## config.mk

```make
export PLATFORM = sky130hd
export DESIGN_NAME = atr_top
export DESIGN_NICKNAME = d
export VERILOG_FILES = /design/src/rtl/atr_pkg.sv /design/src/rtl/atr_pin_sync.sv /design/src/rtl/atr_alert.sv /design/src/rtl/atr_top.sv
export SDC_FILE = /design/constraint.sdc
export NUM_CORES = 1
export LEC_CHECK = 0
export CORE_MARGIN = 1
export CORE_UTILIZATION = 30
export CTS_CLUSTER_DIAMETER = 30
export DETAILED_ROUTE_END_ITERATION = 6
export DONT_BUFFER_PORTS = 1
export SYNTH_ARGS = -nofsm -noshare
export SYNTH_HDL_FRONTEND = slang
export SYNTH_SLANG_ARGS = --single-unit
```

## constraint.sdc

```tcl
create_clock -name clk_i -period 3.25 [get_ports clk_i]
set_clock_uncertainty 0.1 [all_clocks]
set_input_delay 0.4875 -clock clk_i [delete_from_list [all_inputs] [get_ports clk_i]]
set_output_delay 0.4875 -clock clk_i [all_outputs]
set_load 0.05 [all_outputs]
```

## src/rtl/atr_pkg.sv

```systemverilog
// How it works
// - Limits are two 16-bit two's-complement registers
// - High MSB 1, low MSB 0 selects ready
// - Ready: status level single, pulse continuous
// - Low limit pointer 10b, reset 8000h
// - High limit pointer 11b, reset 7FFFh
// - Serial clock is never driven
// - Works with standard, fast, high-speed controllers
// - Four addresses picked by strap pin wiring
// - Write: address, pointer, MSB, LSB stored
// - Pointer 01b selects configuration register
// - Pointer 00b selects result, MSB first
// - Queue 11 disables comparator, pin floats
// - Status reads 0 while busy; write 1 starts single from power-down
package atr_pkg;
    localparam logic [6:0]  ADDR_BASE = 7'h48;
    localparam logic [1:0]  PTR_CONV  = 2'h0;
    localparam logic [1:0]  PTR_CFG   = 2'h1;
    localparam logic [1:0]  PTR_LO    = 2'h2;
    localparam logic [1:0]  PTR_HI    = 2'h3;
    localparam logic [15:0] LO_RST    = 16'h8000;
    localparam logic [15:0] HI_RST    = 16'h7FFF;
    localparam logic [15:0] CFG_RST   = 16'h8583;
    localparam int CFG_OS   = 15;
    localparam int CFG_GAIN = 9;
    localparam int CFG_MODE = 8;
    localparam int CFG_CMP  = 4;
    localparam int CFG_POL  = 3;
    localparam int CFG_LAT  = 2;
    localparam int CFG_QUE  = 0;
    localparam int LIM_MSB  = 15;
    localparam int LIM_LSB  = 4;
    localparam logic [1:0]  QUE_OFF   = 2'h3;
    localparam logic [3:0]  BYTE_BITS = 4'h8;
    localparam logic [2:0]  IDX_ADDR  = 3'h0;
    localparam logic [2:0]  IDX_PTR   = 3'h1;
    localparam logic [2:0]  IDX_MSB   = 3'h2;
    localparam logic [2:0]  IDX_LSB   = 3'h3;
    localparam logic [2:0]  IDX_OVER  = 3'h4;
    localparam int CLK_PERIOD_NS = 8;
    localparam int RDY_PULSE_NS  = 1000;
    localparam int RDY_PULSE_CYC =
        (RDY_PULSE_NS + CLK_PERIOD_NS - 1) / CLK_PERIOD_NS;
    typedef enum logic [4:0] {
        ST_IDLE = 5'h01,
        ST_RECV = 5'h02,
        ST_ACK  = 5'h04,
        ST_SEND = 5'h08,
        ST_MACK = 5'h10
    } atr_i2c_st_t;
endpackage : atr_pkg

```

## src/rtl/atr_pin_sync.sv

```systemverilog
`timescale 1ns/1ps
module atr_pin_sync
    import atr_pkg::*;
(
    input  wire logic clk_i,       // System clock
    input  wire logic srst_i,      // Sync reset, high
    input  wire logic scl_i,       // Serial clock pin
    input  wire logic sda_i,       // Serial data pin level
    input  wire logic addr_i,      // Address strap pin
    output logic      scl_s_o,     // Synced clock
    output logic      sda_s_o,     // Synced data
    output logic      addr_s_o,    // Synced strap
    output logic      scl_rise_o,  // Clock rising pulse
    output logic      scl_fall_o,  // Clock falling pulse
    output logic      start_o,     // START pulse
    output logic      stop_o       // STOP pulse
);
    // Bit order {addr, sda, scl}; clock is input only
    typedef struct packed {
        logic [2:0] s1;
        logic [2:0] s2;
        logic [2:0] s3;
    } atr_sync_st_t;

    atr_sync_st_t r;
    atr_sync_st_t next_r;

    always_comb begin
        next_r    = r;
        next_r.s1 = {addr_i, sda_i, scl_i};
        next_r.s2 = r.s1;
        next_r.s3 = r.s2;
    end

    always_ff @(posedge clk_i) begin
        if (srst_i) begin
            r <= {9{1'b1}};
        end else begin
            r <= next_r;
        end
    end

    // Strap and data share one sync depth so their comparison is fair
    assign scl_s_o    = r.s2[0];
    assign sda_s_o    = r.s2[1];
    assign addr_s_o   = r.s2[2];
    assign scl_rise_o = r.s2[0] & ~r.s3[0];
    assign scl_fall_o = ~r.s2[0] & r.s3[0];
    assign start_o    = r.s2[0] & r.s3[0] & r.s3[1] & ~r.s2[1];
    assign stop_o     = r.s2[0] & r.s3[0] & ~r.s3[1] & r.s2[1];
endmodule : atr_pin_sync

```

## src/rtl/atr_alert.sv

```systemverilog
`timescale 1ns/1ps
module atr_alert
    import atr_pkg::*;
(
    input  wire logic        clk_i,       // System clock
    input  wire logic        srst_i,      // Sync reset, high
    input  wire logic [15:0] lo_i,        // Low limit register
    input  wire logic [15:0] hi_i,        // High limit register
    input  wire logic        win_i,       // Window comparator
    input  wire logic        pol_i,       // Active-high pin
    input  wire logic        latch_i,     // Latching comparator
    input  wire logic [1:0]  que_i,       // Queue field
    input  wire logic        cont_i,      // Continuous mode
    input  wire logic [11:0] code_i,      // Conversion code
    input  wire logic        done_i,      // Conversion done pulse
    input  wire logic        busy_i,      // Conversion running
    input  wire logic        rd_i,        // Result read pulse
    output logic             alert_o,     // Alert pin level
    output logic             alert_oe_o   // Alert pin enable
);
    typedef struct packed {
        logic [2:0] cnt;
        logic       act;
        logic [6:0] pulse;
        logic       pin;
        logic       oe;
    } atr_alert_st_t;

    atr_alert_st_t r;
    atr_alert_st_t next_r;
    logic          rdy_mode;
    logic          over;
    logic          under;
    logic [2:0]    need;
    logic          active;

    assign rdy_mode = hi_i[LIM_MSB] & ~lo_i[LIM_MSB];
    // Limit low nibble is ignored
    assign over  = $signed(code_i) > $signed(hi_i[LIM_MSB:LIM_LSB]);
    assign under = $signed(code_i) < $signed(lo_i[LIM_MSB:LIM_LSB]);
    assign need  = (que_i == 2'h0) ? 3'h1 : (que_i == 2'h1) ? 3'h2 : 3'h4;

    always_comb begin
        next_r = r;
        if (r.pulse != 7'h00) begin
            next_r.pulse = r.pulse - 7'h01;
        end
        if (latch_i && rd_i) begin
            next_r.act = 1'b0;
        end
        if (done_i && cont_i) begin
            next_r.pulse = 7'(RDY_PULSE_CYC);
        end
        if (done_i) begin
            if (over || (win_i && under)) begin
                if (r.cnt != need) begin
                    next_r.cnt = r.cnt + 3'h1;
                end
                // Set beats a same-cycle read clear
                if (r.cnt + 3'h1 >= need) begin
                    next_r.act = 1'b1;
                end
            end else begin
                next_r.cnt = 3'h0;
                if (!latch_i && (win_i || under)) begin
                    next_r.act = 1'b0;
                end
            end
        end
        if (que_i == QUE_OFF) begin
            next_r.cnt = 3'h0;
            next_r.act = 1'b0;
        end
        if (rdy_mode) begin
            active = cont_i ? (r.pulse != 7'h00) : ~busy_i;
        end else begin
            active = r.act;
        end
        next_r.pin = pol_i ? active : ~active;
        next_r.oe  = (que_i != QUE_OFF);
    end

    always_ff @(posedge clk_i) begin
        if (srst_i) begin
            r <= '{cnt: 3'h0, act: 1'b0, pulse: 7'h00,
                   pin: 1'b1, oe: 1'b0};
        end else begin
            r <= next_r;
        end
    end

    assign alert_o    = r.pin;
    assign alert_oe_o = r.oe;

    a_off_hiz: assert property (
        @(posedge clk_i) disable iff (srst_i)
        que_i == QUE_OFF |=> !alert_oe_o)
        else $error("alert pin driven while comparator off");

    a_rdy_single: assert property (
        @(posedge clk_i) disable iff (srst_i)
        rdy_mode && !cont_i
        |=> alert_o == ($past(pol_i) ^ $past(busy_i)))
        else $error("ready pin does not follow status bit");

    a_rdy_pulse: assert property (
        @(posedge clk_i) disable iff (srst_i)
        rdy_mode && cont_i && done_i && !pol_i
        ##1 (rdy_mode && cont_i && !pol_i)
        |=> !alert_o)
        else $error("no ready pulse after conversion");
endmodule : atr_alert

```

## src/rtl/atr_top.sv

```systemverilog
`timescale 1ns/1ps
module atr_top
    import atr_pkg::*;
(
    input  wire logic        clk_i,          // System clock 125 MHz
    input  wire logic        srst_i,         // Sync reset, high
    input  wire logic        scl_i,          // Serial clock pin
    input  wire logic        sda_i,          // Serial data pin level
    output logic             sda_o,          // Serial data drive level
    output logic             sda_oe_o,       // Serial data pull low
    input  wire logic        addr_pin_i,     // Address strap pin
    output logic             alert_o,        // Alert/ready level
    output logic             alert_oe_o,     // Alert/ready enable
    input  wire logic [11:0] conv_code_i,    // Latest result code
    input  wire logic        conv_done_i,    // Conversion done pulse
    input  wire logic        conv_busy_i,    // Conversion running
    output logic             start_single_o, // Start one conversion
    output logic             cont_mode_o,    // Continuous mode
    output logic [2:0]       gain_stage_o    // Gain stage range
);
    typedef struct packed {
        atr_i2c_st_t st;
        logic [7:0]  shift;
        logic [3:0]  cnt;
        logic [2:0]  idx;
        logic        rd;
        logic        half;
        logic [1:0]  ptr;
        logic [7:0]  hold;
        logic [15:0] cfg;
        logic [15:0] low_limit;
        logic [15:0] high_limit;
        logic        seen_hi;
        logic        seen_lo;
        logic        diff_sda;
        logic        sda_low;
        logic        start_p;
        logic        conv_rd;
    } atr_top_st_t;

    atr_top_st_t r;
    atr_top_st_t next_r;

    logic        scl_s;
    logic        sda_s;
    logic        addr_s;
    logic        scl_rise;
    logic        scl_fall;
    logic        bus_start;
    logic        bus_stop;
    logic [6:0]  my_addr;
    logic [15:0] rd_val;
    logic [7:0]  tx_byte;
    logic [15:0] wr_data;
    logic        wr_fire;
    logic        do_load;

    atr_pin_sync u_sync (
        .clk_i      (clk_i),
        .srst_i     (srst_i),
        .scl_i      (scl_i),
        .sda_i      (sda_i),
        .addr_i     (addr_pin_i),
        .scl_s_o    (scl_s),
        .sda_s_o    (sda_s),
        .addr_s_o   (addr_s),
        .scl_rise_o (scl_rise),
        .scl_fall_o (scl_fall),
        .start_o    (bus_start),
        .stop_o     (bus_stop)
    );

    // Strap wiring: never high = ground, never low = supply,
    // tracks data = data line, otherwise clock line
    always_comb begin
        if (!r.seen_hi) begin
            my_addr = ADDR_BASE;
        end else if (!r.seen_lo) begin
            my_addr = ADDR_BASE + 7'h01;
        end else if (!r.diff_sda) begin
            my_addr = ADDR_BASE + 7'h02;
        end else begin
            my_addr = ADDR_BASE + 7'h03;
        end
    end

    always_comb begin
        case (r.ptr)
            PTR_CONV: rd_val = {conv_code_i, 4'h0};
            PTR_CFG:  rd_val = {~conv_busy_i, r.cfg[14:0]};
            PTR_LO:   rd_val = r.low_limit;
            default:  rd_val = r.high_limit;
        endcase
    end

    assign tx_byte = r.half ? rd_val[7:0] : rd_val[15:8];
    assign wr_data = {r.hold, r.shift};

    always_comb begin
        next_r         = r;
        next_r.start_p = 1'b0;
        next_r.conv_rd = 1'b0;
        wr_fire        = 1'b0;
        do_load        = 1'b0;
        if (r.st == ST_RECV && r.idx == IDX_ADDR) begin
            next_r.seen_hi  = r.seen_hi | addr_s;
            next_r.seen_lo  = r.seen_lo | ~addr_s;
            next_r.diff_sda = r.diff_sda | (addr_s ^ sda_s);
        end
        if (bus_start) begin
            // Repeated START restarts the frame as well
            next_r.st       = ST_RECV;
            next_r.cnt      = 4'h0;
            next_r.idx      = IDX_ADDR;
            next_r.sda_low  = 1'b0;
            next_r.seen_hi  = 1'b0;
            next_r.seen_lo  = 1'b0;
            next_r.diff_sda = 1'b0;
        end else if (bus_stop) begin
            next_r.st      = ST_IDLE;
            next_r.sda_low = 1'b0;
        end else begin
            case (r.st)
                ST_IDLE: begin
                    next_r.sda_low = 1'b0;
                end
                ST_RECV: begin
                    if (scl_rise && r.cnt != BYTE_BITS) begin
                        next_r.shift = {r.shift[6:0], sda_s};
                        next_r.cnt   = r.cnt + 4'h1;
                    end else if (scl_fall && r.cnt == BYTE_BITS) begin
                        next_r.st      = ST_ACK;
                        next_r.sda_low = 1'b1;
                        next_r.cnt     = 4'h0;
                        next_r.idx     = r.idx + 3'h1;
                        case (r.idx)
                            IDX_ADDR: begin
                                // Master codes never match: HS entry
                                // is left unacknowledged
                                if (r.shift[7:1] != my_addr) begin
                                    next_r.st      = ST_IDLE;
                                    next_r.sda_low = 1'b0;
                                end
                                next_r.rd   = r.shift[0];
                                next_r.half = 1'b0;
                            end
                            IDX_PTR: begin
                                next_r.ptr = r.shift[1:0];
                            end
                            IDX_MSB: begin
                                next_r.hold = r.shift;
                            end
                            IDX_LSB: begin
                                wr_fire = 1'b1;
                            end
                            default: begin
                                next_r.st      = ST_IDLE;
                                next_r.idx     = IDX_OVER;
                                next_r.sda_low = 1'b0;
                            end
                        endcase
                    end
                end
                ST_ACK: begin
                    if (scl_fall) begin
                        next_r.sda_low = 1'b0;
                        if (r.rd) begin
                            do_load = 1'b1;
                        end else begin
                            next_r.st = ST_RECV;
                        end
                    end
                end
                ST_SEND: begin
                    if (scl_fall) begin
                        if (r.cnt == BYTE_BITS) begin
                            next_r.sda_low = 1'b0;
                            next_r.st      = ST_MACK;
                        end else begin
                            next_r.sda_low = ~r.shift[7];
                            next_r.shift   = {r.shift[6:0], 1'b0};
                            next_r.cnt     = r.cnt + 4'h1;
                        end
                    end
                end
                ST_MACK: begin
                    if (scl_rise && sda_s) begin
                        next_r.st = ST_IDLE;
                    end else if (scl_fall) begin
                        do_load = 1'b1;
                    end
                end
                default: begin
                    next_r.st      = ST_IDLE;
                    next_r.sda_low = 1'b0;
                end
            endcase
        end
        if (do_load) begin
            next_r.st      = ST_SEND;
            next_r.sda_low = ~tx_byte[7];
            next_r.shift   = {tx_byte[6:0], 1'b0};
            next_r.cnt     = 4'h1;
            next_r.half    = ~r.half;
            next_r.conv_rd = r.half && (r.ptr == PTR_CONV);
        end
        if (wr_fire) begin
            case (r.ptr)
                PTR_CFG: begin
                    next_r.cfg = wr_data;
                    // Start only from power-down, else ignored
                    next_r.start_p = wr_data[CFG_OS] & ~conv_busy_i
                                   & r.cfg[CFG_MODE];
                end
                PTR_LO: next_r.low_limit = wr_data;
                PTR_HI: next_r.high_limit = wr_data;
                default: begin
                    next_r.hold = r.hold;
                end
            endcase
        end
    end

    always_ff @(posedge clk_i) begin
        if (srst_i) begin
            r            <= '0;
            r.st         <= ST_IDLE;
            r.cfg        <= CFG_RST;
            r.low_limit  <= LO_RST;
            r.high_limit <= HI_RST;
        end else begin
            r <= next_r;
        end
    end

    atr_alert u_alert (
        .clk_i      (clk_i),
        .srst_i     (srst_i),
        .lo_i       (r.low_limit),
        .hi_i       (r.high_limit),
        .win_i      (r.cfg[CFG_CMP]),
        .pol_i      (r.cfg[CFG_POL]),
        .latch_i    (r.cfg[CFG_LAT]),
        .que_i      (r.cfg[CFG_QUE+1:CFG_QUE]),
        .cont_i     (~r.cfg[CFG_MODE]),
        .code_i     (conv_code_i),
        .done_i     (conv_done_i),
        .busy_i     (conv_busy_i),
        .rd_i       (r.conv_rd),
        .alert_o    (alert_o),
        .alert_oe_o (alert_oe_o)
    );

    // Open drain: only ever pulls low
    assign sda_o          = 1'b0;
    assign sda_oe_o       = r.sda_low;
    assign start_single_o = r.start_p;
    assign cont_mode_o    = ~r.cfg[CFG_MODE];
    assign gain_stage_o   = r.cfg[CFG_GAIN+2:CFG_GAIN];

    a_lo_reset: assert property (
        @(posedge clk_i) $fell(srst_i) |-> r.low_limit == LO_RST)
        else $error("low limit reset value wrong");

    a_hi_reset: assert property (
        @(posedge clk_i) $fell(srst_i) |-> r.high_limit == HI_RST)
        else $error("high limit reset value wrong");

    a_ack_low: assert property (
        @(posedge clk_i) disable iff (srst_i)
        r.st == ST_ACK && !scl_fall && !bus_start && !bus_stop
        |=> sda_oe_o)
        else $error("acknowledge not held low");

    a_lo_write: assert property (
        @(posedge clk_i) disable iff (srst_i)
        wr_fire && r.ptr == PTR_LO && !bus_start && !bus_stop
        |=> r.low_limit == $past(wr_data))
        else $error("low limit write lost");

    a_addr_nack: assert property (
        @(posedge clk_i) disable iff (srst_i)
        r.st == ST_RECV && r.idx == IDX_ADDR && scl_fall
        && r.cnt == BYTE_BITS && r.shift[7:1] != my_addr
        && !bus_start && !bus_stop
        |=> r.st == ST_IDLE && !sda_oe_o)
        else $error("foreign address acknowledged");

    a_ptr_load: assert property (
        @(posedge clk_i) disable iff (srst_i)
        r.st == ST_RECV && r.idx == IDX_PTR && scl_fall
        && r.cnt == BYTE_BITS && !bus_start && !bus_stop
        |=> r.ptr == $past(r.shift[1:0]))
        else $error("pointer not taken");

    a_os_pulse: assert property (
        @(posedge clk_i) disable iff (srst_i)
        start_single_o |=> !start_single_o)
        else $error("start pulse longer than one cycle");

    a_conv_msb: assert property (
        @(posedge clk_i) disable iff (srst_i)
        do_load && r.ptr == PTR_CONV && !r.half
        |=> r.shift[7:1] == $past(conv_code_i[10:4]))
        else $error("result MSB not sent first");
endmodule : atr_top

```

## After elaboration in Yosys (flattened, before gate mapping)

Index checks and enable logic that the tools add are counted.
W data, S select, Z words.

| operators by class | value |
|---|---|
| magnitude comparators | 3 |
| $add $sub $neg | 4 |
| eq/ne operators | 57 |
| reductions and logical operators | 50 |
| bitwise operators | 33 |
| multiplexer cells | 76 |

Operators by type and width:

| kind | count |
|---|---|
| $mux W16 | 4 |
| $mux W56 | 1 |
| $pmux W16 S3 | 1 |
| $ne A4 B4 Y1 const B | 11 |
| $mux W8 | 5 |
| $mux W1 | 30 |
| $mux W15 | 2 |
| $mux W5 | 6 |
| $ne A5 B5 Y1 const B | 6 |
| $reduce_and A6 Y1 | 5 |
| $mux W27 | 1 |
| $pmux W5 S5 | 1 |
| $pmux W12 S2 | 1 |
| $reduce_and A8 Y1 | 3 |
| $ne A2 B2 Y1 const B | 11 |
| $mux W7 | 3 |
| $mux W19 | 1 |
| $not A1 Y1 | 19 |
| $mux W17 | 1 |
| $mux W4 | 4 |
| $mux W3 | 5 |
| $reduce_and A5 Y1 | 3 |
| $gt A12 B12 Y1 | 1 |
| $lt A12 B12 Y1 | 1 |
| 46 further kinds | 97 |

| storage, ports and cells | value |
|---|---|
| flip-flop bits (word level) | 107 |

## Logic depth before layout (Yosys ltp)

| logic depth | value |
|---|---|
| depth in word-level cells | 12 |
| depth in mapped cells | 9 |
| depth with buffers taken out | 8 |

## Modules after synthesis

Synthesis repeated with hierarchy kept, for this count alone.

| unflattened totals | value |
|---|---|
| cells, all modules | 701 |
| area, all modules | 6032.0 sq um |

Modules (own cells, without submodules):

| module | times used | area each (sq um) | cells an instance |
|---|---|---|---|
| atr_top | 1 | 4445.5 | 510 |
| atr_alert | 1 | 1343.8 | 171 |
| atr_pin_sync | 1 | 242.7 | 20 |

## Worst setup path before layout

Ideal clock, no wire load.

| path | value |
|---|---|
| path kind | in2reg |
| start | input port conv_code_i[11] |
| end | register u_alert.r[12] (netlist bit) |
| setup slack | 785 ps |
| stages | 7 |
| path buffers | 0 |
| library setup time | 116 ps |
| data required time | 3034 ps |
| data arrival time | 2250 ps |
| cells stage by stage | ha_1 > and4_1 > nand2_1 > or4_1 > nor3b_1 > nor4b_2 > and3b_1 |

| on the way | value |
|---|---|
| longest elaborated chain between the ends | 5 |

RTL lines:

| what | RTL line | RTL |
|---|---|---|
| start, declared | atr_top.sv:14 | `input wire logic [11:0] conv_code_i,` |
| $lt A12 B12 Y1 | atr_alert.sv:40 | `assign under = $signed(code_i) < $signed(lo_i[LIM_MSB:LIM_LSB]);` |
| $logic_and A1 B1 Y1 | atr_alert.sv:55 | `if (over \|\| (win_i && under)) begin` |
| $logic_or A1 B1 Y1 (*) | atr_alert.sv:55 |  |
| $ne A2 B2 Y1 (no line) | n/a |  |
| $reduce_and A2 Y1 (no line) | n/a |  |
| end signal, assigned | atr_alert.sv:85 | `r <= '{cnt: 3'h0, act: 1'b0, pulse: 7'h00,` |
| end signal, assigned | atr_alert.sv:88 | `r <= next_r;` |
| end, declared | atr_alert.sv:29 | `atr_alert_st_t r;` |

Mark *: on every way between the ends. The rest lies on a longest branch, timed or not.
A chain may end at the register's enable or synchronous reset.

## Worst setup path in the final report

| path | value |
|---|---|
| start | register r[37] (netlist bit) |
| end | register u_alert.r[12] (netlist bit) |

| on the way | value |
|---|---|
| longest elaborated chain between the ends | 5 |

RTL lines:

| what | RTL line | RTL |
|---|---|---|
| start, declared | atr_top.sv:41 | `atr_top_st_t r;` |
| start signal, assigned | atr_top.sv:232 | `r <= next_r;` |
| $lt A12 B12 Y1 (*) | atr_alert.sv:40 |  |
| $logic_and A1 B1 Y1 (*) | atr_alert.sv:55 |  |
| $logic_or A1 B1 Y1 (*) | atr_alert.sv:55 |  |
| $ne A2 B2 Y1 (no line) | n/a |  |
| $reduce_and A2 Y1 (no line) | n/a |  |

Marked as above.

==> results.json <==
{
  "synth_area_leader_cell": "dfxtp_1",
  "antenna_found_initial": 0,
  "first_pass_iters": 4,
  "syn_area_um2": 5930,
  "grt_setup_unrepaired": "false",
  "drive_gt1_frac": 0.0964,
  "initial_utilization": 0.306,
  "max_freq_mhz": 380,
  "avgSynthCellArea_um2": 8.98,
  "yosys.area.top_type_share": 0.358,
  "p_total_uw": 2840,
  "place.gp.congestion": 0.844,
  "ff_latch_area_um2": 2120,
  "maxSlewHeadroom": 0.549,
  "min_path_type": "primary input to flip-flop",
  "p_leak_uw": 0.00268,
  "finalCriticalPeriod_ns": 2.63,
  "clock_tree.root_cell": "clkbuf_16",
  "grt_first_pass_wirelength_mm": 23.3,
  "ys_ff_latch": 106,
  "drv_cap": 0,
  "cp.required_ns": 3.40,
  "wl_per_cell_um": 16.0,
  "fin_cells": 908,
  "finalSetupTns_ns": 0,
  "critical_path_class": "flip-flop to flip-flop",
  "ys.flop_type": "dfxtp_1",
  "yosys_warnings": 0,
  "slew_violations": 0,
  "antenna_cells": 0,
  "cts_setup_buffers": 0,
  "cts_made_buffers": 9,
  "insertion_delay_ns": 0.36,
  "h-tree-depth": 3,
  "post-route-period-util": 0.810,
  "viasPerCell": 5.09,
  "hold_buffers": 0,
  "fillCellCount": 2067,
  "tightestPinTransition_ns": 0.677,
  "synth_most_common_cell": "dfxtp_1",
  "drtIter0Drc": 323,
  "grt_max_degree": 69,
  "area_growth_pct": 7.83,
  "synth_edf_count": 0,
  "yosysUniqueCellTypes": 73,
  "syn-num-nets": 714,
  "port_buffers": 0,
  "post-route-drc-count": 0,
  "ios": 28,
  "grt-ovfl-total": 0,
  "setup.worst_path.start_class": "flip-flop",
  "power-per-cell-area_nw_per_um2": 444,
  "nNetsFinal": 692,
  "cts_resized": 0,
  "setup_viol": 0,
  "hold_viol_final": 0,
  "ys_seq_area_frac": 0.358,
  "async_reset_ff_frac": 0,
  "hpwl_mm": 9.94,
  "wirelength_mm": 14.5,
  "endpoint_kind": "flip-flop",
  "cts.sinks": 106,
  "ant_nets": 0,
  "globalRouteTotalUtil": 0.148,
  "core_region_area_um2": 19400,
  "ir_drop_mv": 0.305,
  "grt_pass1_vias": 4192,
  "die_w_um": 143,
  "numPlacedInstances": 892,
  "crit_arrival_ns": 2.79,
  "clkTransAtPathRegs_ns": 0.08,
  "die_area_um2": 20300,
  "multi_input_area_um2": 3410,
  "rows": 51,
  "crit_fanout": 4,
  "ctsLongestPathBuffers": 2,
  "num_vias": 4620,
  "outcome": "completed",
  "cts_tree": "yes",
  "netlist_top_cells_count": "dfxtp_1 (106), nor2_1 (74), nand2_1 (56)",
  "die_h_um": 143,
  "synthTopCellsByArea": "dfxtp_1 (36%), mux2i_1 (7.8%), ha_1 (7.4%), mux4_2 (4.9%), nor2_1 (4.7%)",
  "synth_cells": 660
}
==> report_power, final <==
group / switching, uW / internal [uW]
sequential: 41.7 / 1340
combinational: 158 / 140
clock: 530 / 628
total: 730 / 2110
==> cell usage in the layout, fill, tap and decap left out, drive strengths merged, types with 2 or more instances in the layout <==
master / synthesis / routed
nand2: 57 / 57
nor2b: 5 / 5
nand3: 24 / 24
or3: 4 / 4
o21a: 2 / 2
ha: 35 / 35
nor4: 4 / 4
xnor2: 3 / 3
and3b: 2 / 2
mux2i: 46 / 46
and4: 3 / 3
nor3: 18 / 18
nand4: 7 / 7
nand2b: 10 / 10
a2111oi: 4 / 4
a21o: 4 / 4
nand3b: 10 / 10
a311oi: 8 / 8
o211ai: 13 / 13
o22ai: 6 / 6
nand4b: 5 / 5
inv: 39 / 41
mux4: 13 / 13
nor3b: 4 / 4
mux2: 4 / 4
xor2: 6 / 6
a21oi: 39 / 39
clkbuf: 16 / 10
o21ai: 12 / 12
nor2: 75 / 75
or4: 2 / 2
dfxtp: 106 / 106
clkinv: 2 / 4
a211oi: 3 / 3
or2: 9 / 9
a31oi: 5 / 5
buf: 26 / 9
and3: 8 / 8
==> sequential cells by signal, indices dropped and copies added (netlist names) <==
| register | flops |
|---|---|
| start_single_o | 1 |
| u_alert.alert_oe_o | 1 |
| u_sync.scl_s_o | 1 |
| gain_stage_o | 3 |
| r | 80 |
| u_alert.alert_o | 1 |
| sda_oe_o | 1 |
| u_sync.sda_s_o | 1 |
| u_sync.r | 2 |
| u_alert.r | 11 |
| u_sync.addr_s_o | 1 |
| u_sync.next_r | 3 |
==> layer usage <==
layer	GRT usage	up-vias	wire, um	share of wire
met1	0.200	2220	7010	0.48
met4	0.0543	0	215	0.015
met5	0	-	0	0
met2	0.237	80	6610	0.46
met3	0.0246	10	669	0.046
li1	-	2310	-	-
==> layout make-up <==
| class | count | area share |
|---|---|---|
| clock buffer | 10 | 0.0374 |
| clock inverter | 6 | 0.0112 |
| inverter | 41 | 0.0241 |
| multi-input combinational | 471 | 0.533 |
| sequential | 106 | 0.332 |
| tap | 265 | 0.0519 |
| timing repair buffer | 9 | 0.0106 |
==> metrics by stage <==
step	hold slack (ns)	instance area (um^2)	setup slack (ns)	util
global route	0.0786	6390	0.507	0.329
CTS	0.0783	6390	0.642	0.329
finish	0.0938	6390	0.618	0.329
floorplan	0.289	5930	0.785	-
global placement	0.295	6080	0.657	0.313
detailed placement	0.292	6080	0.605	0.313
==> cells by family after synthesis <==
| kind of cell | count (synthesis) | share of synthesized area |
|---|---|---|
| AOI/OAI and AO/OA | 112 | 0.129 |
| xor gates and xnor gates | 9 | 0.0133 |
| adders and majority gates | 35 | 0.0739 |
| buffers and inverters | 83 | 0.0673 |
| DFF | 106 | 0.358 |
| muxes | 63 | 0.135 |
| other | 1 | 0.000633 |
| and+or+nand+nor | 251 | 0.224 |
==> worst max-delay path, cell delays in order, from the launching register on <==
cell	delay, ns
dfxtp_1	0.37
inv_1	0.07
ha_1	0.34
and4_1	0.23
nand2_1	0.09
or4_1	0.60
nor3b_1	0.20
nor4b_2	0.31
and3b_1	0.21
==> path summary, 6_finish.rpt <==
path,endpoint,slack [ns],start,cells after the start
max,u_alert.r[12],0.62,r[37],8
min,start_single_o,0.09,conv_busy_i,1
max reg2reg,u_alert.r[12],0.62,r[37],8
min reg2reg,u_sync.sda_s_o,0.31,u_sync.next_r[4],1
No activity file was read; power rests on OpenSTA's default activity.
